**config.mk**
```make
export PLATFORM = sky130hd
export DESIGN_NAME = acs_scanner
export DESIGN_NICKNAME = d
export VERILOG_FILES = /design/src/shared/acs_pkg.sv /design/src/verilog/acs_scanner.sv /design/src/verilog/acs_next_chan.sv /design/src/verilog/acs_axis_feed.sv
export VERILOG_INCLUDE_DIRS = /design/src /design/src/shared
export SDC_FILE = /design/constraint.sdc
export NUM_CORES = 1
export LEC_CHECK = 0
export CAP_MARGIN = 20
export CORE_ASPECT_RATIO = 0.9
export CORE_MARGIN = 5
export CORE_UTILIZATION = 45
export CTS_BUF_LIST = sky130_fd_sc_hd__clkbuf_8
export CTS_CLUSTER_DIAMETER = 200
export DETAILED_ROUTE_END_ITERATION = 10
export DONT_BUFFER_PORTS = 1
export PLACE_DENSITY = 0.63
export SLEW_MARGIN = 20
export SYNTH_ARGS = -nofsm -noshare
export SYNTH_HDL_FRONTEND = slang
export SYNTH_SLANG_ARGS = --single-unit
```
**constraint.sdc**
```tcl
create_clock -name pclk -period 12.65 [get_ports pclk]
set_input_delay 2.53 -clock pclk [delete_from_list [all_inputs] [get_ports pclk]]
set_output_delay 2.53 -clock pclk [all_outputs]
set_load 0.01 [all_outputs]
```
**src/shared/acs_regs.svh**
```systemverilog
// Purpose: Register map, reset values, field positions and timing of the ADC scanner
// Assumes: APB byte addresses, one 32-bit word per register
// Notes: Definitions only
`ifndef ACS_REGS_SVH
`define ACS_REGS_SVH
// Register byte offsets
`define ACS_OFF_CHAN_EN 12'h000
`define ACS_OFF_RANGE 12'h004
`define ACS_OFF_MODE 12'h008
`define ACS_OFF_AXIS_MAP 12'h00C
`define ACS_OFF_STATUS 12'h010
`define ACS_OFF_SCAN_CNT 12'h014
`define ACS_OFF_RESULT0 12'h040
`define ACS_OFF_RESULT7 12'h05C
// Reset values
`define ACS_RST_CHAN_EN 8'h00
`define ACS_RST_RANGE 16'h0000
`define ACS_RST_MODE 16'hFF00
`define ACS_RST_AXIS_MAP 16'h0000
// Field positions
`define ACS_MODE_SW_LSB 8
`define ACS_MAP_EN_BIT 3
`define ACS_ST_BUSY 3
`define ACS_ST_STALE_LSB 8
`define ACS_ST_TMO 16
`define ACS_ST_EXT_LSB 24
// Channels wired to connector pins, upper four are internal test points
`define ACS_EXT_CH_MASK 8'h0F
// Offset-binary to two's-complement flip
`define ACS_MSB_FLIP 12'h800
// Timing, figures in their own units
`define ACS_CLK_PERIOD_NS 50
`define ACS_SERVO_PERIOD_US 62.5
`define ACS_SETTLE_NS 1000
`define ACS_CONV_TMO_NS 5000
// Longest times round down, least times round up
`define ACS_SERVO_CYC ($rtoi((`ACS_SERVO_PERIOD_US * 1000.0) / `ACS_CLK_PERIOD_NS))
`define ACS_SETTLE_CYC ((`ACS_SETTLE_NS + `ACS_CLK_PERIOD_NS - 1) / `ACS_CLK_PERIOD_NS)
`define ACS_CONV_TMO_CYC (`ACS_CONV_TMO_NS / `ACS_CLK_PERIOD_NS)
`endif

```
**src/shared/acs_pkg.sv**
```systemverilog
// Purpose: Types and the result formatter shared by the scanner modules
// Assumes: Converter delivers straight binary codes 0 to 4095
// Notes: Nothing here is imported; users write acs_pkg::name
`include "acs_regs.svh"
package acs_pkg;
	// Input range per channel
	typedef enum logic [1:0] {
		ACS_RNG_BI10 = 2'h0,
		ACS_RNG_BI5 = 2'h1,
		ACS_RNG_UNI10 = 2'h2,
		ACS_RNG_UNI5 = 2'h3
	} acs_range_type;
	// Scan sequencer states, one-hot
	typedef enum logic [3:0] {
		ACS_IDLE = 4'h1,
		ACS_SETTLE = 4'h2,
		ACS_CONV = 4'h4,
		ACS_STORE = 4'h8
	} acs_state_type;
	// Request to the shared converter
	typedef struct packed {
		logic start;
		logic [2:0] mux;
		logic [1:0] range;
	} acs_conv_req_type;
	// Answer from the converter
	typedef struct packed {
		logic done;
		logic [11:0] data;
	} acs_conv_rsp_type;
	// One axis feedback word
	typedef struct packed {
		logic valid;
		logic [2:0] chan;
		logic [15:0] pos;
	} acs_fb_type;
	// Stored result: range tag kept with the code so both change together
	typedef struct packed {
		logic [1:0] range;
		logic [11:0] code;
	} acs_result_type;
	// Bipolar ranges give signed values, unipolar unsigned, both widened to 16
	function automatic logic [15:0] acs_format(input acs_result_type r);
		logic [11:0] v;
		v = r.code;
		if (!r.range[1]) begin
			v = r.code ^ `ACS_MSB_FLIP;
			acs_format = {{4{v[11]}}, v};
		end else begin
			acs_format = {4'h0, v};
		end
	endfunction : acs_format
endpackage : acs_pkg

```
**src/verilog/acs_scanner.sv**
```systemverilog
// Purpose: Channel scanner and result store for an 8-channel multiplexed 12-bit ADC
// Assumes: APB3 slave, zero wait states, converter answers with a done pulse
// Notes: Conversion timeout bounds each slot so a full scan fits a servo period
// Function
// One shared 12-bit converter, eight channels
// Four ranges per channel, two bipolar
// Bipolar signed, unipolar unsigned results
// Channels one to four are external
// Upper four channels are internal test points
// Per channel feedback, software, or both
// Software reads any channel's latest result
// Any channel feeds any axis
// Feedback value is absolute position
// Per channel enable gates the scan
// Software should disable unused channels
// Feedback refreshed every servo period
// Servo period is 62.5 microseconds
// Ascending scan, wrap, idle when none
// Results update atomically
//
// Local design decisions: the address map and the APB register port.
`timescale 1ns/1ps
`include "acs_regs.svh"
module acs_scanner (
	input wire logic pclk,
	input wire logic presetn,
	input wire logic psel,
	input wire logic penable,
	input wire logic pwrite,
	input wire logic [11:0] paddr,
	input wire logic [31:0] pwdata,
	output logic [31:0] prdata,
	output logic pready,
	output logic pslverr,
	output acs_pkg::acs_conv_req_type conv_req,
	input wire acs_pkg::acs_conv_rsp_type conv_rsp,
	output acs_pkg::acs_fb_type [3:0] fb_out
);
	localparam int ACS_SET_LIM = `ACS_SETTLE_CYC;
	localparam int ACS_TMO_LIM = `ACS_CONV_TMO_CYC + 1;
	localparam logic [10:0] ACS_SERVO_CNT = 11'(`ACS_SERVO_CYC);
	localparam logic [7:0] ACS_SET_CNT = 8'(`ACS_SETTLE_CYC - 1);
	localparam logic [7:0] ACS_TMO_CNT = 8'(`ACS_CONV_TMO_CYC);

	// Software registers
	logic [7:0] chan_en_reg; // Scan enables
	logic [15:0] range_reg; // Two range bits per channel
	logic [15:0] mode_reg; // Feedback low byte, software high byte
	logic [15:0] axis_map_reg; // Four axis selectors
	logic tmo_reg; // Sticky converter timeout
	logic [15:0] scan_cnt_reg; // Completed scan passes
	// Bus answer
	logic [31:0] prdata_reg;
	logic err_reg;
	logic [31:0] rd_data;
	logic rd_hit;
	// Sequencer
	acs_pkg::acs_state_type state_reg;
	logic [2:0] ch_reg; // Channel on the multiplexer
	logic [1:0] rng_reg; // Range latched for this slot
	logic [7:0] cnt_reg; // Settle and timeout counter
	logic got_reg; // Slot produced a fresh result
	logic start_reg; // One-cycle start to converter
	acs_pkg::acs_result_type [7:0] result_reg;
	logic [10:0] age_reg [8]; // Cycles since each channel refreshed
	logic [7:0] stale; // Feedback channel missed a servo period
	logic [7:0] en_d_reg; // Enables one cycle back, for checks
	// Next channel search
	logic [2:0] search_start;
	logic nxt_found;
	logic [2:0] nxt_ch;
	logic store;
	logic wr;
	logic [15:0] cur_val;
	logic [15:0] rd_fmt; // Formatted result at the read index, kept apart for sign extension

	// Range bits of one channel
	function automatic logic [1:0] range_of(input logic [15:0] r, input logic [2:0] c);
		range_of = r[2*c +: 2];
	endfunction : range_of

	// Result window index from a byte address
	function automatic logic [2:0] result_idx(input logic [11:0] a);
		result_idx = a[4:2];
	endfunction : result_idx

	// Zero wait states: answer in the first access cycle
	assign pready = psel & penable;
	assign pslverr = psel & penable & err_reg;
	assign prdata = prdata_reg;
	assign wr = psel & penable & pwrite;
	assign rd_fmt = acs_pkg::acs_format(result_reg[result_idx(paddr)]);

	// Read decode
	always_comb begin
		rd_data = 32'h0000_0000;
		rd_hit = 1'b1;
		if (paddr[1:0] != 2'h0) begin
			rd_hit = 1'b0;
		end else if (paddr == `ACS_OFF_CHAN_EN) begin
			rd_data = {24'h00_0000, chan_en_reg};
		end else if (paddr == `ACS_OFF_RANGE) begin
			rd_data = {16'h0000, range_reg};
		end else if (paddr == `ACS_OFF_MODE) begin
			rd_data = {16'h0000, mode_reg};
		end else if (paddr == `ACS_OFF_AXIS_MAP) begin
			rd_data = {16'h0000, axis_map_reg};
		end else if (paddr == `ACS_OFF_STATUS) begin
			// external channel mask
			rd_data[`ACS_ST_EXT_LSB +: 8] = `ACS_EXT_CH_MASK;
			rd_data[`ACS_ST_TMO] = tmo_reg;
			rd_data[`ACS_ST_STALE_LSB +: 8] = stale;
			rd_data[`ACS_ST_BUSY] = (state_reg != acs_pkg::ACS_IDLE);
			rd_data[2:0] = ch_reg;
		end else if (paddr == `ACS_OFF_SCAN_CNT) begin
			rd_data = {16'h0000, scan_cnt_reg};
		end else if (paddr >= `ACS_OFF_RESULT0 && paddr <= `ACS_OFF_RESULT7) begin
			// software result read
			// software use gated by mode
			if (mode_reg[`ACS_MODE_SW_LSB + result_idx(paddr)]) begin
				rd_data = {{16{rd_fmt[15]}}, rd_fmt};
			end
		end else begin
			rd_hit = 1'b0;
		end
	end

	// Capture read data in setup so the access phase sees flops
	always_ff @(posedge pclk or negedge presetn) begin
		if (!presetn) begin
			prdata_reg <= 32'h0000_0000;
			err_reg <= 1'b0;
		end else if (psel && !penable) begin
			prdata_reg <= pwrite ? 32'h0000_0000 : rd_data;
			err_reg <= !rd_hit;
		end
	end

	// Control register writes
	always_ff @(posedge pclk or negedge presetn) begin
		if (!presetn) begin
			chan_en_reg <= `ACS_RST_CHAN_EN;
			range_reg <= `ACS_RST_RANGE;
			mode_reg <= `ACS_RST_MODE;
			axis_map_reg <= `ACS_RST_AXIS_MAP;
		end else if (wr) begin
			if (paddr == `ACS_OFF_CHAN_EN) begin
				// per channel enable
				chan_en_reg <= pwdata[7:0];
			end else if (paddr == `ACS_OFF_RANGE) begin
				// range select
				range_reg <= pwdata[15:0];
			end else if (paddr == `ACS_OFF_MODE) begin
				// usage per channel
				mode_reg <= pwdata[15:0];
			end else if (paddr == `ACS_OFF_AXIS_MAP) begin
				// axis source select
				axis_map_reg <= pwdata[15:0];
			end
		end
	end

	// Timeout flag: a new timeout beats a write-one clear
	always_ff @(posedge pclk or negedge presetn) begin
		if (!presetn) begin
			tmo_reg <= 1'b0;
		end else if (state_reg == acs_pkg::ACS_CONV && !conv_rsp.done && cnt_reg == ACS_TMO_CNT) begin
			tmo_reg <= 1'b1;
		end else if (wr && paddr == `ACS_OFF_STATUS && pwdata[`ACS_ST_TMO]) begin
			tmo_reg <= 1'b0;
		end
	end

	// ascending search, wraps
	assign search_start = (state_reg == acs_pkg::ACS_STORE) ? 3'(ch_reg + 3'h1) : ch_reg;
	acs_next_chan u_next (
		.en(chan_en_reg),
		.start(search_start),
		.found(nxt_found),
		.ch(nxt_ch)
	);

	// Scan sequencer
	always_ff @(posedge pclk or negedge presetn) begin
		if (!presetn) begin
			state_reg <= acs_pkg::ACS_IDLE;
			ch_reg <= 3'h0;
			rng_reg <= 2'h0;
			cnt_reg <= 8'h00;
			start_reg <= 1'b0;
		end else begin
			start_reg <= 1'b0;
			case (state_reg)
				acs_pkg::ACS_IDLE: begin
					// idle with nothing enabled
					if (nxt_found) begin
						ch_reg <= nxt_ch;
						rng_reg <= range_of(range_reg, nxt_ch);
						cnt_reg <= 8'h00;
						state_reg <= acs_pkg::ACS_SETTLE;
					end
				end
				acs_pkg::ACS_SETTLE: begin
					// Mux settles before the sample is taken
					if (cnt_reg == ACS_SET_CNT) begin
						cnt_reg <= 8'h00;
						start_reg <= 1'b1;
						state_reg <= acs_pkg::ACS_CONV;
					end else begin
						cnt_reg <= 8'(cnt_reg + 8'h01);
					end
				end
				acs_pkg::ACS_CONV: begin
					// bounded slot length
					if (conv_rsp.done || cnt_reg == ACS_TMO_CNT) begin
						state_reg <= acs_pkg::ACS_STORE;
					end else begin
						cnt_reg <= 8'(cnt_reg + 8'h01);
					end
				end
				acs_pkg::ACS_STORE: begin
					// only enabled channels visited
					if (nxt_found) begin
						ch_reg <= nxt_ch;
						rng_reg <= range_of(range_reg, nxt_ch);
						cnt_reg <= 8'h00;
						state_reg <= acs_pkg::ACS_SETTLE;
					end else begin
						state_reg <= acs_pkg::ACS_IDLE;
					end
				end
				default: begin
					state_reg <= acs_pkg::ACS_IDLE;
				end
			endcase
		end
	end

	// one converter, muxed channel
	// upper channels reached by mux
	assign conv_req.start = start_reg;
	assign conv_req.mux = ch_reg;
	assign conv_req.range = rng_reg;

	// code and range stored together
	always_ff @(posedge pclk or negedge presetn) begin
		if (!presetn) begin
			result_reg <= '0;
			got_reg <= 1'b0;
		end else if (state_reg == acs_pkg::ACS_CONV && conv_rsp.done) begin
			result_reg[ch_reg] <= '{range: rng_reg, code: conv_rsp.data};
			got_reg <= 1'b1;
		end else if (state_reg == acs_pkg::ACS_STORE) begin
			got_reg <= 1'b0;
		end
	end

	// Scan pass counter bumps on wrap
	always_ff @(posedge pclk or negedge presetn) begin
		if (!presetn) begin
			scan_cnt_reg <= 16'h0000;
		end else if (state_reg == acs_pkg::ACS_STORE && nxt_found && nxt_ch <= ch_reg) begin
			scan_cnt_reg <= 16'(scan_cnt_reg + 16'h0001);
		end
	end

	assign store = (state_reg == acs_pkg::ACS_STORE) && got_reg;
	// encoding follows range
	assign cur_val = acs_pkg::acs_format(result_reg[ch_reg]);

	// servo period refresh watch
	always_ff @(posedge pclk or negedge presetn) begin
		if (!presetn) begin
			for (int i = 0; i < 8; i++) begin
				age_reg[i] <= 11'h000;
			end
		end else begin
			for (int i = 0; i < 8; i++) begin
				if (store && ch_reg == 3'(i)) begin
					age_reg[i] <= 11'h000;
				end else if (age_reg[i] != ACS_SERVO_CNT) begin
					age_reg[i] <= 11'(age_reg[i] + 11'h001);
				end
			end
		end
	end

	// stale feedback flags
	always_comb begin
		for (int i = 0; i < 8; i++) begin
			stale[i] = chan_en_reg[i] && mode_reg[i] && (age_reg[i] == ACS_SERVO_CNT);
		end
	end

	// Enables one cycle back for the scan check
	always_ff @(posedge pclk or negedge presetn) begin
		if (!presetn) begin
			en_d_reg <= 8'h00;
		end else begin
			en_d_reg <= chan_en_reg;
		end
	end

	// feedback to axes
	acs_axis_feed u_feed (
		.pclk(pclk),
		.presetn(presetn),
		.store(store),
		.store_ch(ch_reg),
		.store_val(cur_val),
		.fb_en(mode_reg[7:0]),
		.axis_map(axis_map_reg),
		.fb_out(fb_out)
	);

	// Checks
	property p_idle_none;
		@(posedge pclk) disable iff (!presetn)
		(state_reg == acs_pkg::ACS_IDLE && chan_en_reg == 8'h00) |=> state_reg == acs_pkg::ACS_IDLE;
	endproperty
	a_idle_none: assert property (p_idle_none) else $error("scan left idle with none enabled");
	property p_enabled_only;
		@(posedge pclk) disable iff (!presetn)
		$rose(state_reg == acs_pkg::ACS_SETTLE) |-> en_d_reg[ch_reg];
	endproperty
	a_enabled_only: assert property (p_enabled_only) else $error("disabled channel scanned");
	property p_ascending;
		@(posedge pclk) disable iff (!presetn)
		($rose(state_reg == acs_pkg::ACS_SETTLE) && $past(state_reg) == acs_pkg::ACS_STORE)
			|-> (ch_reg > $past(ch_reg) || scan_cnt_reg != $past(scan_cnt_reg));
	endproperty
	a_ascending: assert property (p_ascending) else $error("scan not ascending");
	property p_start_once;
		@(posedge pclk) disable iff (!presetn)
		conv_req.start |-> (state_reg == acs_pkg::ACS_CONV && conv_req.mux == ch_reg) ##1 !conv_req.start;
	endproperty
	a_start_once: assert property (p_start_once) else $error("bad converter start");
	property p_settle_len;
		@(posedge pclk) disable iff (!presetn)
		$rose(state_reg == acs_pkg::ACS_SETTLE) |-> ##[ACS_SET_LIM:ACS_SET_LIM] conv_req.start;
	endproperty
	a_settle_len: assert property (p_settle_len) else $error("settle time wrong");
	property p_conv_bound;
		@(posedge pclk) disable iff (!presetn)
		$rose(state_reg == acs_pkg::ACS_CONV) |-> ##[1:ACS_TMO_LIM] state_reg == acs_pkg::ACS_STORE;
	endproperty
	a_conv_bound: assert property (p_conv_bound) else $error("conversion slot overran");
	property p_atomic;
		@(posedge pclk) disable iff (!presetn)
		(state_reg == acs_pkg::ACS_CONV && conv_rsp.done)
			|=> result_reg[ch_reg] == {$past(rng_reg), $past(conv_rsp.data)};
	endproperty
	a_atomic: assert property (p_atomic) else $error("result not stored whole");
	property p_format;
		@(posedge pclk) disable iff (!presetn)
		store |-> (result_reg[ch_reg].range[1] ? cur_val[15:12] == 4'h0
			: (cur_val[15:11] == 5'h00 || cur_val[15:11] == 5'h1F));
	endproperty
	a_format: assert property (p_format) else $error("result encoding wrong");
	property p_age;
		@(posedge pclk) disable iff (!presetn)
		store |=> age_reg[$past(ch_reg)] == 11'h000;
	endproperty
	a_age: assert property (p_age) else $error("refresh age not cleared");
	c_wrap: cover property (@(posedge pclk) disable iff (!presetn) $changed(scan_cnt_reg));
	c_timeout: cover property (@(posedge pclk) disable iff (!presetn) $rose(tmo_reg));
	c_sw_read: cover property (@(posedge pclk) disable iff (!presetn)
		psel && penable && !pwrite && paddr == `ACS_OFF_RESULT0);
endmodule : acs_scanner

```
**src/verilog/acs_next_chan.sv**
```systemverilog
// Purpose: Pick the first enabled channel at or above a start index
// Assumes: Eight channels, wrap past the highest
// Notes: Pure combinational
`timescale 1ns/1ps
module acs_next_chan (
	input wire logic [7:0] en,
	input wire logic [2:0] start,
	output logic found,
	output logic [2:0] ch
);
	// Walk down so the nearest offset is the one that stays
	always_comb begin
		found = 1'b0;
		ch = start;
		for (int i = 7; i >= 0; i--) begin
			if (en[3'(start + 3'(i))]) begin
				found = 1'b1;
				ch = 3'(start + 3'(i));
			end
		end
	end
endmodule : acs_next_chan

```
**src/verilog/acs_axis_feed.sv**
```systemverilog
// Purpose: Route fresh channel results to the axes that use them as position
// Assumes: Four axes, each with a channel select and enable
// Notes: Outputs come from flip-flops
`timescale 1ns/1ps
`include "acs_regs.svh"
module acs_axis_feed (
	input wire logic pclk,
	input wire logic presetn,
	input wire logic store,
	input wire logic [2:0] store_ch,
	input wire logic [15:0] store_val,
	input wire logic [7:0] fb_en,
	input wire logic [15:0] axis_map,
	output acs_pkg::acs_fb_type [3:0] fb_out
);
	acs_pkg::acs_fb_type [3:0] fb_reg; // Registered feedback per axis

	// any channel to any axis
	// position spans result range
	always_ff @(posedge pclk or negedge presetn) begin
		if (!presetn) begin
			fb_reg <= '0;
		end else begin
			for (int a = 0; a < 4; a++) begin
				fb_reg[a].valid <= 1'b0;
				// Whole word written in one edge, never torn
				if (store && fb_en[store_ch] && axis_map[4*a+`ACS_MAP_EN_BIT]
					&& axis_map[4*a +: 3] == store_ch) begin
					fb_reg[a].valid <= 1'b1;
					fb_reg[a].chan <= store_ch;
					fb_reg[a].pos <= store_val;
				end
			end
		end
	end
	assign fb_out = fb_reg;

	// feedback equals stored value
	property p_fb_value;
		@(posedge pclk) disable iff (!presetn)
		(store && fb_en[store_ch] && axis_map[`ACS_MAP_EN_BIT] && axis_map[2:0] == store_ch)
			|=> (fb_out[0].valid && fb_out[0].pos == $past(store_val));
	endproperty
	a_fb_value: assert property (p_fb_value) else $error("axis 0 feedback mismatch");
	// no feedback without a match
	property p_fb_gated;
		@(posedge pclk) disable iff (!presetn)
		fb_out[1].valid |-> ($past(store) && $past(axis_map[4+`ACS_MAP_EN_BIT])
			&& fb_out[1].chan == $past(axis_map[6:4]));
	endproperty
	a_fb_gated: assert property (p_fb_gated) else $error("axis 1 fed from wrong channel");
	c_fb_axis3: cover property (@(posedge pclk) disable iff (!presetn) fb_out[3].valid);
endmodule : acs_axis_feed

```
==> flow_summary_export.csv, run 1 <==
group,metric,value,unit
critical_path,crit_path_end_kind,"flip-flop",
yosys,synth_compound_area_frac,0.0805,
hold_path,hold_class,"flip-flop to flip-flop",
run_status,status,"finished clean",
clocking,cts_root_buf,"clkbuf_8",
critical_path,cp_cell_sequence,"clkinv_1 > buf_4 > ha_1 > mux2_4 > inv_1 > ha_1 > mux4_2 > mux2i_1 > o32ai_1 > a32o_1 > nor2_2 > ha_1 > inv_1 > a21o_1 > a21oi_1 > a31oi_1 > nor2_1 > nand4_1 > nor3_1 > nand3_1 > xnor2_1",
yosys,syn-cell-area,0.0196,mm²
floorplanning,fp.dieH,208,µm
hold_path,whs_path_depth,1,
sta,fin_skew,0.0532,ns
route,avgViaCountPerCell,6.00,
critical_path,r2r_cells,21,
route,drtAntennaViolNets,0,
clocking,clk_pin_slew,0.06,ns
clocking,clock_path_buffers,3,
critical_path,rr_startpoint,"ch_reg[1]",
yosys,syn_area_per_cell,11.6,µm²
clocking,post_cts_buffers,0,
placement,pre_cts_ws,5.94,ns
critical_path,cp_num_buf_inv,4,
sta,worstMarginPinSlew,1.09,ns
sta,setup_violations,0,
yosys,synthArstFlopShare,1.00,
pwr,power.density,135,mW/mm²
floorplanning,fp.dieW,230,µm
pwr,ir_drop,75.9,µV
placement,port_buffers,0,
grt,grt_max_degree,373,
clocking,cts-hold-fix-buffers,0,
yosys,yosys.cell_types.count,77,
grt,grt_pass1_wl,82100,µm
sta,finalHoldViolations,0,
critical_path,critPathLaunchType,"flip-flop",
placement,place_area,0.0199,mm²
sta,finalCriticalPeriod,6.87,ns
placement,dp_cells,2149,
grt,first_global_vias,13800,
clocking,clk_latency,0.65,ns
route,routed_wl,52100,µm
critical_path,cp_top_family,"simple AND/OR/NAND/NOR gates",
layout,largest_register_ff_count,104,
clocking,cts_resized,0,
yosys,synth_area_leaders,"dfrtp_1 (46%), mux2_2 (13%), mux4_2 (6.8%), nor2_1 (3.1%), mux2i_1 (2.6%)",
sta,setup_tns,0,ns
route,drt_iter0_drc,1227,
clocking,h-tree-depth,3,
sta,min_period_over_period,0.543,
yosys,yosysTopAreaCell,"dfrtp_1",
route,route.detailed.drc,0,
yosys,synth_xor_xnor_area_share,0.0470,
route,num_vias,13600,
critical_path,crit_path_max_fanout,28,
yosys,muxShareOfSynthArea,0.224,
layout,stdcell_area,0.0212,mm²
critical_path,worstSetupPathType,"flip-flop to flip-flop",
critical_path,critPathRequiredTime,13.15,ns
critical_path,cp_slowest_cell,"dfrtp_4",
hold_path,min_to,"scan_cnt_reg[15]",
floorplanning,initial_core_util,0.456,
clocking,cts_made_buffers,67,
route,firstDrtPassIters,5,
layout,layout.cells.non_filler,2265,
flow_run,cap_violations,0,
layout,drive_above_1_share,0.250,
layout,fin_nets,1757,
layout,final_util,0.493,
pwr,p_leak,9.87,nW
placement,hpwl,34600,µm
critical_path,arrival,7.36,ns
layout,layout_commonest_cell,"dfrtp_1",
floorplanning,fp-row-count,72,
yosys,synth_top_cell_area_share,0.464,
critical_path,r2r_end,"scan_cnt_reg[14]",
clocking,cts.sinks,372,
critical_path,r2r_setup_slack,5.78,ns
sta,final-max-slew-violation-count,0,
grt,gr-total-overflow,0,
yosys,yosys.area_share.simple,0.116,
grt,grt_usage,0.217,
critical_path,cp_common_cell,"ha_1",
clocking,cts_tree,"built",
floorplanning,die_area,0.0478,mm²
yosys,synth_top_family_by_area,"multiplexers",
sta,rsz0062_at_grt,"false",
sta,slew_headroom,0.271,
critical_path,cpPeakStageDelay,0.68,ns
yosys,synth-seq-cells,372,
layout,syn2layout_area_growth,8.26,%
yosys,synth-edff-count,0,
critical_path,path_depth,21,
yosys,synth_cells,1692,
route,wire_per_inst,23.0,µm
floorplanning,design.core.area,0.0430,mm²
sta,fmax,146,MHz
yosys,seq_area_frac_synth,0.476,
yosys,synthAdderAreaFrac,0.0205,
sta,fin_ws,5.78,ns
grt,grt_antenna_before_repair,0,
floorplanning,io_pins,182,
hold_path,worstHoldStart,"scan_cnt_reg[15]",
layout,num_antenna_cells,0,
placement,gp_congestion,0.889,
yosys,ys.flop_type,"dfrtp_1",
layout,final_cell_mix,"dfrtp_1 (359), mux2_2 (218), nor2_1 (162)",
yosys,ys.warnings.count,0,
yosys,synth_fp_nets,1786,
## power by group
| group | total (mW) | switching (mW) | internal [mW] | leakage [nW] |
|---|---|---|---|---|
| clock network | 1.11 | 0.505 | 0.600 | 0.767 |
| registers | 1.32 | 0.0763 | 1.24 | 4.97 |
| logic | 0.431 | 0.254 | 0.176 | 4.14 |
## logic make-up (layout without fill, tap and decap cells)
logic type / Yosys count / count (layout)
AND/OR/NAND/NOR: 471 / 471
AO/OA/AOI/OAI: 224 / 224
multiplexers: 335 / 335
flip-flops: 372 / 372
XOR/XNOR: 103 / 103
adder cells (fa/ha/maj): 32 / 32
buffers and inverters: 155 / 173
## stage by stage
stage                     hold WS [ns]  total power, mW
after floorplan                  0.443             1.65
after global placement           0.468             1.75
after detailed placement         0.473             1.76
after CTS                        0.482             2.88
after global routing             0.492             2.99
final                            0.477             2.85
## worst max path at each step
stage                         start                to  slack (ns)
after floorplan           ch_reg[1]  scan_cnt_reg[12]        6.37
final                     ch_reg[1]  scan_cnt_reg[14]        5.78
after global routing      ch_reg[1]  scan_cnt_reg[14]        5.42
after detailed placement  ch_reg[1]  scan_cnt_reg[14]        5.94
after CTS                 ch_reg[1]  scan_cnt_reg[14]        5.88
after global placement    ch_reg[1]  scan_cnt_reg[14]        5.98
## synth_stat cells, drive strengths merged (7+ instances only)
cell type,n
a211oi,8
a21oi,34
a221o,11
a221oi,9
a22o,9
a22oi,12
a31oi,30
a32o,9
and2,10
and3,31
buf,54
clkbuf,62
dfrtp,363
dfstp,9
ha,32
inv,38
mux2,225
mux2i,51
mux4,59
nand2,98
nand2b,12
nand3,58
nand4,24
nor2,166
nor3,26
nor4b,8
o211ai,7
o21ai,53
o31ai,7
o41ai,7
xnor2,53
xor2,50
## cell type report
class	count	area (µm²)
inverter	39	149
multi-input combinational	1165	9590
fill	3787	21800
clock buffer	81	1110
tap	555	694
sequential	372	9330
clock inverter	35	184
timing repair buffer	18	135
## per-layer routing
metal,part of all wire,vias up,GRT usage
li1,-,6089,-
met1,0.44,6964,0.301
met2,0.46,451,0.337
met3,0.072,87,0.0592
met4,0.027,0,0.0608
met5,0,-,0
Note: power is estimated with default switching activity, not from simulation.
==> inputs of run 2 (changes only) <==
--- a/config.mk
+++ b/config.mk
@@ -6,6 +6,7 @@
 export SDC_FILE = /design/constraint.sdc
 export NUM_CORES = 1
 export LEC_CHECK = 0
+export ABC_AREA = 1
 export CAP_MARGIN = 20
 export CORE_ASPECT_RATIO = 0.9
 export CORE_MARGIN = 5
==> constraint.sdc (replaced) <==
create_clock -name pclk -period 7.2 [get_ports pclk]
set_input_delay 1.44 -clock pclk [delete_from_list [all_inputs] [get_ports pclk]]
set_output_delay 1.44 -clock pclk [all_outputs]
set_load 0.01 [all_outputs]
==> flow_summary_export.csv, run 2 <==
group,metric,value,unit
grt,first_global_vias,15700,
critical_path,rr_startpoint,"ch_reg[0]",
layout,syn2layout_area_growth,8.97,%
yosys,ys.warnings.count,0,
critical_path,r2r_cells,24,
sta,fin_skew,0.0325,ns
critical_path,cp_top_family,"simple AND/OR/NAND/NOR gates",
layout,layout_commonest_cell,"nand2_1",
run_status,status,"finished with violations",
sta,fin_ws,2.51,ns
critical_path,worstSetupPathType,"flip-flop to flip-flop",
critical_path,cp_slowest_cell,"inv_2",
critical_path,r2r_setup_slack,2.51,ns
critical_path,cp_num_buf_inv,3,
critical_path,cp_common_cell,"nand2_1",
floorplanning,design.core.area,0.0418,mm²
sta,slew_headroom,-0.0896,
yosys,synth.most_common_cell,"nand2_1",
clocking,cts-hold-fix-buffers,0,
sta,min_period_over_period,0.652,
clocking,clock_path_buffers,3,
yosys,synthArstFlopShare,1.00,
sta,finalHoldViolations,0,
critical_path,arrival,5.25,ns
floorplanning,die_area,0.0466,mm²
route,drt_iter0_drc,1636,
yosys,seq_area_frac_synth,0.489,
layout,fin_nets,2429,
critical_path,cpPeakStageDelay,0.40,ns
layout,final_cell_mix,"nand2_1 (528), dfrtp_1 (363), o21ai_0 (326)",
yosys,yosysTopAreaCell,"dfrtp_1",
clocking,cts_tree,"built",
yosys,synth_fp_nets,2446,
yosys,synth-edff-count,0,
critical_path,crit_end,"scan_cnt_reg[8]",
critical_path,crit_path_max_fanout,17,
route,firstDrtPassIters,6,
clocking,clk_latency,0.68,ns
pwr,ir_drop,278,µV
yosys,synth_cells,2352,
yosys,yosys.cell_types.count,63,
layout,largest_register_ff_count,104,
clocking,cts.sinks,372,
grt,grt_antenna_before_repair,2,
grt,grt_usage,0.241,
critical_path,critPathLaunchType,"flip-flop",
placement,place_area,0.0194,mm²
floorplanning,fp-row-count,71,
sta,setup_tns,0,ns
clocking,h-tree-depth,2,
critical_path,cp_cell_sequence,"buf_4 > inv_2 > ha_1 > nand3b_1 > nand2_2 > ha_1 > inv_1 > nand3_1 > and2_1 > or2_1 > nand2_2 > a21oi_1 > nand2_1 > nand2_1 > o21ai_2 > ha_1 > nand2_1 > o21ai_0 > nand2_1 > nand3_4 > nor2_2 > nand3_1 > o21ai_1 > nand2_1",
yosys,ys.flop_type,"dfrtp_1",
clocking,cts_resized,0,
route,avgViaCountPerCell,5.61,
placement,dp_cells,2819,
route,num_vias,16500,
route,drtAntennaViolNets,0,
floorplanning,initial_core_util,0.456,
sta,hold_slack,0.465,ns
yosys,syn_area_per_cell,8.11,µm²
critical_path,r2r_end,"scan_cnt_reg[8]",
grt,gr-total-overflow,0,
flow_run,cap_violations,0,
yosys,synth_area_leaders,"dfrtp_1 (48%), nand2_1 (10%), o21ai_0 (8.6%), inv_1 (5.5%), nand3_1 (3.4%)",
sta,rsz0062_at_grt,"false",
sta,worstMarginPinSlew,1.63,ns
placement,port_buffers,0,
sta,setup_violations,0,
layout,fillerInstances,4000,
layout,layout.cells.non_filler,2936,
clocking,clk_pin_slew,0.06,ns
hold_path,hold_class,"primary input to async pin",
floorplanning,fp.dieW,227,µm
floorplanning,io_pins,182,
floorplanning,fp.dieH,205,µm
yosys,synth_common_cells,"nand2_1 (532), dfrtp_1 (363), o21ai_0 (326)",
critical_path,critPathRequiredTime,7.75,ns
sta,final-max-slew-violation-count,116,
critical_path,crit_path_end_kind,"flip-flop",
clocking,cts_made_buffers,61,
yosys,synth_top_cell_area_share,0.476,
critical_path,path_depth,24,
route,routed_wl,56700,µm
route,wire_per_inst,19.3,µm
clocking,cts_root_buf,"clkbuf_8",
grt,grt_pass1_wl,88600,µm
layout,drive_above_1_share,0.0779,
sta,fmax,213,MHz
placement,pre_cts_ws,2.57,ns
sta,finalCriticalPeriod,4.69,ns
yosys,synth-seq-cells,372,
grt,grt_max_degree,373,
placement,hpwl,39500,µm
critical_path,startpoint,"ch_reg[0]",
pwr,p_leak,9.61,nW
placement,gp_congestion,0.921,
layout,stdcell_area,0.0208,mm²
run_status,violations,"slew limit",
clocking,post_cts_buffers,0,
pwr,power.density,304,mW/mm²
route,route.detailed.drc,0,
yosys,syn-cell-area,0.0191,mm²
==> run 2: cell types whose count changed after synthesis, sizes merged, moves of 57 or more <==
cell | before | now
a21oi | 34 | 91
inv | 38 | 291
mux2 | 225 | 0
mux4 | 59 | 0
nand2 | 98 | 553
nand3 | 58 | 139
o21ai | 53 | 331
==> run 2: cell families after synthesis <==
logic type | after synthesis | share of synthesized area
AO/OA/AOI/OAI | 568 | 0.170
XOR/XNOR | 32 | 0.0147
adder cells (fa/ha/maj) | 32 | 0.0210
buffers and inverters | 395 | 0.0836
flip-flops | 372 | 0.489
AND/OR/NAND/NOR | 953 | 0.222
==> run 2: per-stage QoR <==
step                      total power, mW  utilization
final                                6.33        0.497
after global routing                 6.72        0.497
after CTS                            6.36        0.496
after detailed placement             4.37        0.465
after global placement               4.34        0.465
after floorplan                      3.81            -
==> run 2: cell type report <==
class | count | area [µm²] | area share
timing repair buffer | 18 | 135 | 0.00650
clock inverter | 36 | 223 | 0.0107
multi-input combinational | 1585 | 8210 | 0.395
antenna | 1 | 2.50 | 0.000120
clock buffer | 80 | 1100 | 0.0530
sequential | 372 | 9320 | 0.448
inverter | 297 | 1120 | 0.0537
tap | 547 | 684 | 0.0329
==> run 2: worst register-to-register path, stage by stage, from the launching register on <==
cell	delay, ns
dfrtp_1	0.36
buf_4	0.24
inv_2	0.41
ha_1	0.34
nand3b_1	0.17
nand2_2	0.25
ha_1	0.34
inv_1	0.12
nand3_1	0.13
and2_1	0.17
or2_1	0.23
nand2_2	0.14
a21oi_1	0.06
nand2_1	0.12
nand2_1	0.08
o21ai_2	0.12
ha_1	0.30
nand2_1	0.07
o21ai_0	0.07
nand2_1	0.11
nand3_4	0.19
nor2_2	0.17
nand3_1	0.14
o21ai_1	0.16
nand2_1	0.06
==> run 2: metal layers <==
layer / part of all wire / GRT usage
met1: 0.44 / 0.339
met2: 0.45 / 0.370
met3: 0.082 / 0.0495
met4: 0.034 / 0.0910
met5: 0.00019 / 0
==> run 2: report_power, final <==
part / total (mW) / internal [mW] / switching, mW
Clock: 1.97 / 1.07 / 0.899
Combinational: 1.93 / 0.566 / 1.36
Sequential: 2.43 / 2.27 / 0.154
==> run 2: worst min path at each step <==
stage                         start              end  depth (start not counted)
finish                      presetn      age_reg[35]                          0
global route                presetn      age_reg[59]                          0
CTS                         presetn      age_reg[37]                          0
detailed placement  scan_cnt_reg[2]  scan_cnt_reg[2]                          1
global placement    scan_cnt_reg[2]  scan_cnt_reg[2]                          1
floorplan           scan_cnt_reg[2]  scan_cnt_reg[2]                          1
==> inputs of run 3 (changes only) <==
==> constraint.sdc (replaced) <==
create_clock -name pclk -period 4.41 [get_ports pclk]
set_input_delay 0.882 -clock pclk [delete_from_list [all_inputs] [get_ports pclk]]
set_output_delay 0.882 -clock pclk [all_outputs]
set_load 0.01 [all_outputs]
==> flow_summary_export.csv, run 3 (synthesized netlist as in run 2, its figures left out) <==
group,metric,value,unit
floorplanning,die_area,0.0466,mm²
sta,setup_violations,0,
route,avgViaCountPerCell,5.67,
grt,gr-usage-met1,0.336,
sta,finalCriticalPeriod,4.10,ns
critical_path,worstSetupPathType,"flip-flop to flip-flop",
sta,fmax,244,MHz
pwr,p_leak,9.68,nW
route,drtAntennaViolNets,0,
route,firstDrtPassIters,6,
floorplanning,io_pins,182,
floorplanning,initial_core_util,0.456,
run_status,violations,"hold timing",
sta,rsz0062_at_grt,"false",
grt,first_global_vias,16000,
layout,largest_register_ff_count,104,
clocking,cts_tree,"built",
critical_path,critPathRequiredTime,4.92,ns
sta,final-max-slew-violation-count,0,
pwr,power.density,502,mW/mm²
critical_path,critPathLaunchType,"flip-flop",
grt,met2_usage,0.371,
pwr,ir_drop,294,µV
pwr,swShare,0.383,
clocking,clk_latency,0.66,ns
clocking,clock_path_buffers,3,
pwr,comb_power_share,0.309,
layout,stdcell_area,0.0210,mm²
route,drt_iter0_drc,1656,
grt,busiest_layer,"met2",
sta,setup_tns,0,ns
floorplanning,design.core.area,0.0418,mm²
clocking,h-tree-depth,3,
route,wire_per_inst,19.6,µm
floorplanning,fp.dieH,205,µm
flow_run,cap_violations,0,
sta,fin_skew,0.0503,ns
layout,syn2layout_area_growth,9.81,%
pwr,clock_power_share,0.313,
run_status,status,"finished with violations",
sta,hold_slack,-0.0699,ns
route,route.detailed.drc,0,
sta,min_period_over_period,0.930,
placement,hpwl,40300,µm
placement,gp_congestion,0.975,
sta,finalHoldViolations,45,
critical_path,crit_path_max_fanout,14,
pwr,p_sw,4.03,mW
pwr,sequentialPowerShare,0.378,
critical_path,crit_path_end_kind,"flip-flop",
route,num_vias,16700,
grt,grt_max_degree,373,
clocking,cts.sinks,372,
clocking,cts_root_buf,"clkbuf_8",
grt,grt_antenna_before_repair,1,
critical_path,arrival,4.61,ns
sta,worstMarginPinSlew,1.45,ns
placement,port_buffers,0,
floorplanning,fp-row-count,71,
hold_path,hold_class,"primary input to async pin",
route,routed_wl,57900,µm
layout,final_cell_mix,"nand2_1 (531), dfrtp_1 (363), o21ai_0 (326)",
grt,gr-total-overflow,0,
clocking,cts_made_buffers,68,
clocking,clk_pin_slew,0.06,ns
placement,place_area,0.0196,mm²
layout,fin_nets,2455,
grt,grt_usage,0.247,
sta,slew_headroom,0.0355,
pwr,internal_power,6.49,mW
layout,layout_commonest_cell,"nand2_1",
floorplanning,fp.dieW,227,µm
layout,drive_above_1_share,0.0860,
grt,grt_pass1_wl,90300,µm
grt,grtUsageMet3,0.0755,
[run 3: cell count changes in the layout (fill, tap and decap cells not counted), sizes merged]
cell and change:
buf +19, bufinv -1, clkinv -4, inv -6
clkinvlp +3, clkbuf +7
[run 3: cell type report]
class,count,area (µm²)
Multi-Input combinational cell,1585,8190
Clock inverter,28,159
Inverter,297,1120
Timing Repair Buffer,37,278
Antenna cell,1,2.50
Tap cell,547,684
Clock buffer,87,1200
Fill cell,3959,20900
Sequential cell,372,9320
[run 3: power groups by stage]
stage,Clock (mW),Combinational (mW),Sequential [mW]
6_report,3.29,3.25,3.97
5_1_grt,3.52,3.60,4.01
4_1_cts,3.36,3.19,3.97
3_5_place_dp,0,3.18,4.02
3_3_place_gp,0,3.11,4.01
2_1_floorplan,0,2.25,3.97
[run 3: per-stage QoR]
stage	instances	util	power [mW]	hold WS [ns]	setup slack, ns
detailed placement	2838	0.468	7.20	0.463	0.447
finish	2954	0.501	10.5	-0.0699	0.310
CTS	2953	0.501	10.5	-0.0921	0.392
floorplan	2352	-	6.23	0.442	0.348
global route	2953	0.501	11.1	-0.0799	0.0210
global placement	2838	0.468	7.13	0.455	0.515
[run 3: what timing repair did]
action,CTS,global route
endpoints found under the setup margin,0,1
hold endpoints to repair,363,242
resized for setup,0,1
setup buffers,0,0
[run 3: worst paths after layout]
| check | startpoint | to | slack [ns] | depth (start not counted) |
|---|---|---|---|---|
| worst max register to register | ch_reg[0] | scan_cnt_reg[8] | 0.31 | 25 |
| min in group pclk | conv_rsp[1] | result_reg[15] | 0.36 | 2 |
| worst max-delay path | ch_reg[0] | scan_cnt_reg[8] | 0.31 | 25 |
| worst min-delay path | presetn | chan_en_reg[1] | -0.07 | 0 |
| max in group asynchronous | presetn | age_reg[39] | 3.28 | 0 |
| worst min register to register | scan_cnt_reg[2] | scan_cnt_reg[2] | 0.48 | 1 |
[run 3: critical path, cell delays in order (launching register included)]
cell	delay, ns
dfrtp_1	0.39
buf_4	0.23
ha_1	0.26
ha_1	0.32
nand3_2	0.12
nand2_4	0.11
inv_2	0.14
nand2_1	0.06
nand2_1	0.10
nand3_1	0.11
nand2_1	0.20
nor2_1	0.07
nand2_1	0.06
nand2_1	0.06
nand2_2	0.13
nand2_2	0.10
nand2_4	0.13
nand2_2	0.10
ha_1	0.29
nand3_1	0.07
nand2_1	0.12
nand3_4	0.20
nor2_2	0.17
nand3_1	0.15
o21ai_1	0.17
nand2_1	0.07
[run 3: routing by layer]
layer | up-vias | wire length (µm)
li1 | 7876 | -
met1 | 8054 | 24800
met2 | 678 | 25500
met3 | 139 | 5350
met4 | 2 | 2270
met5 | - | 13
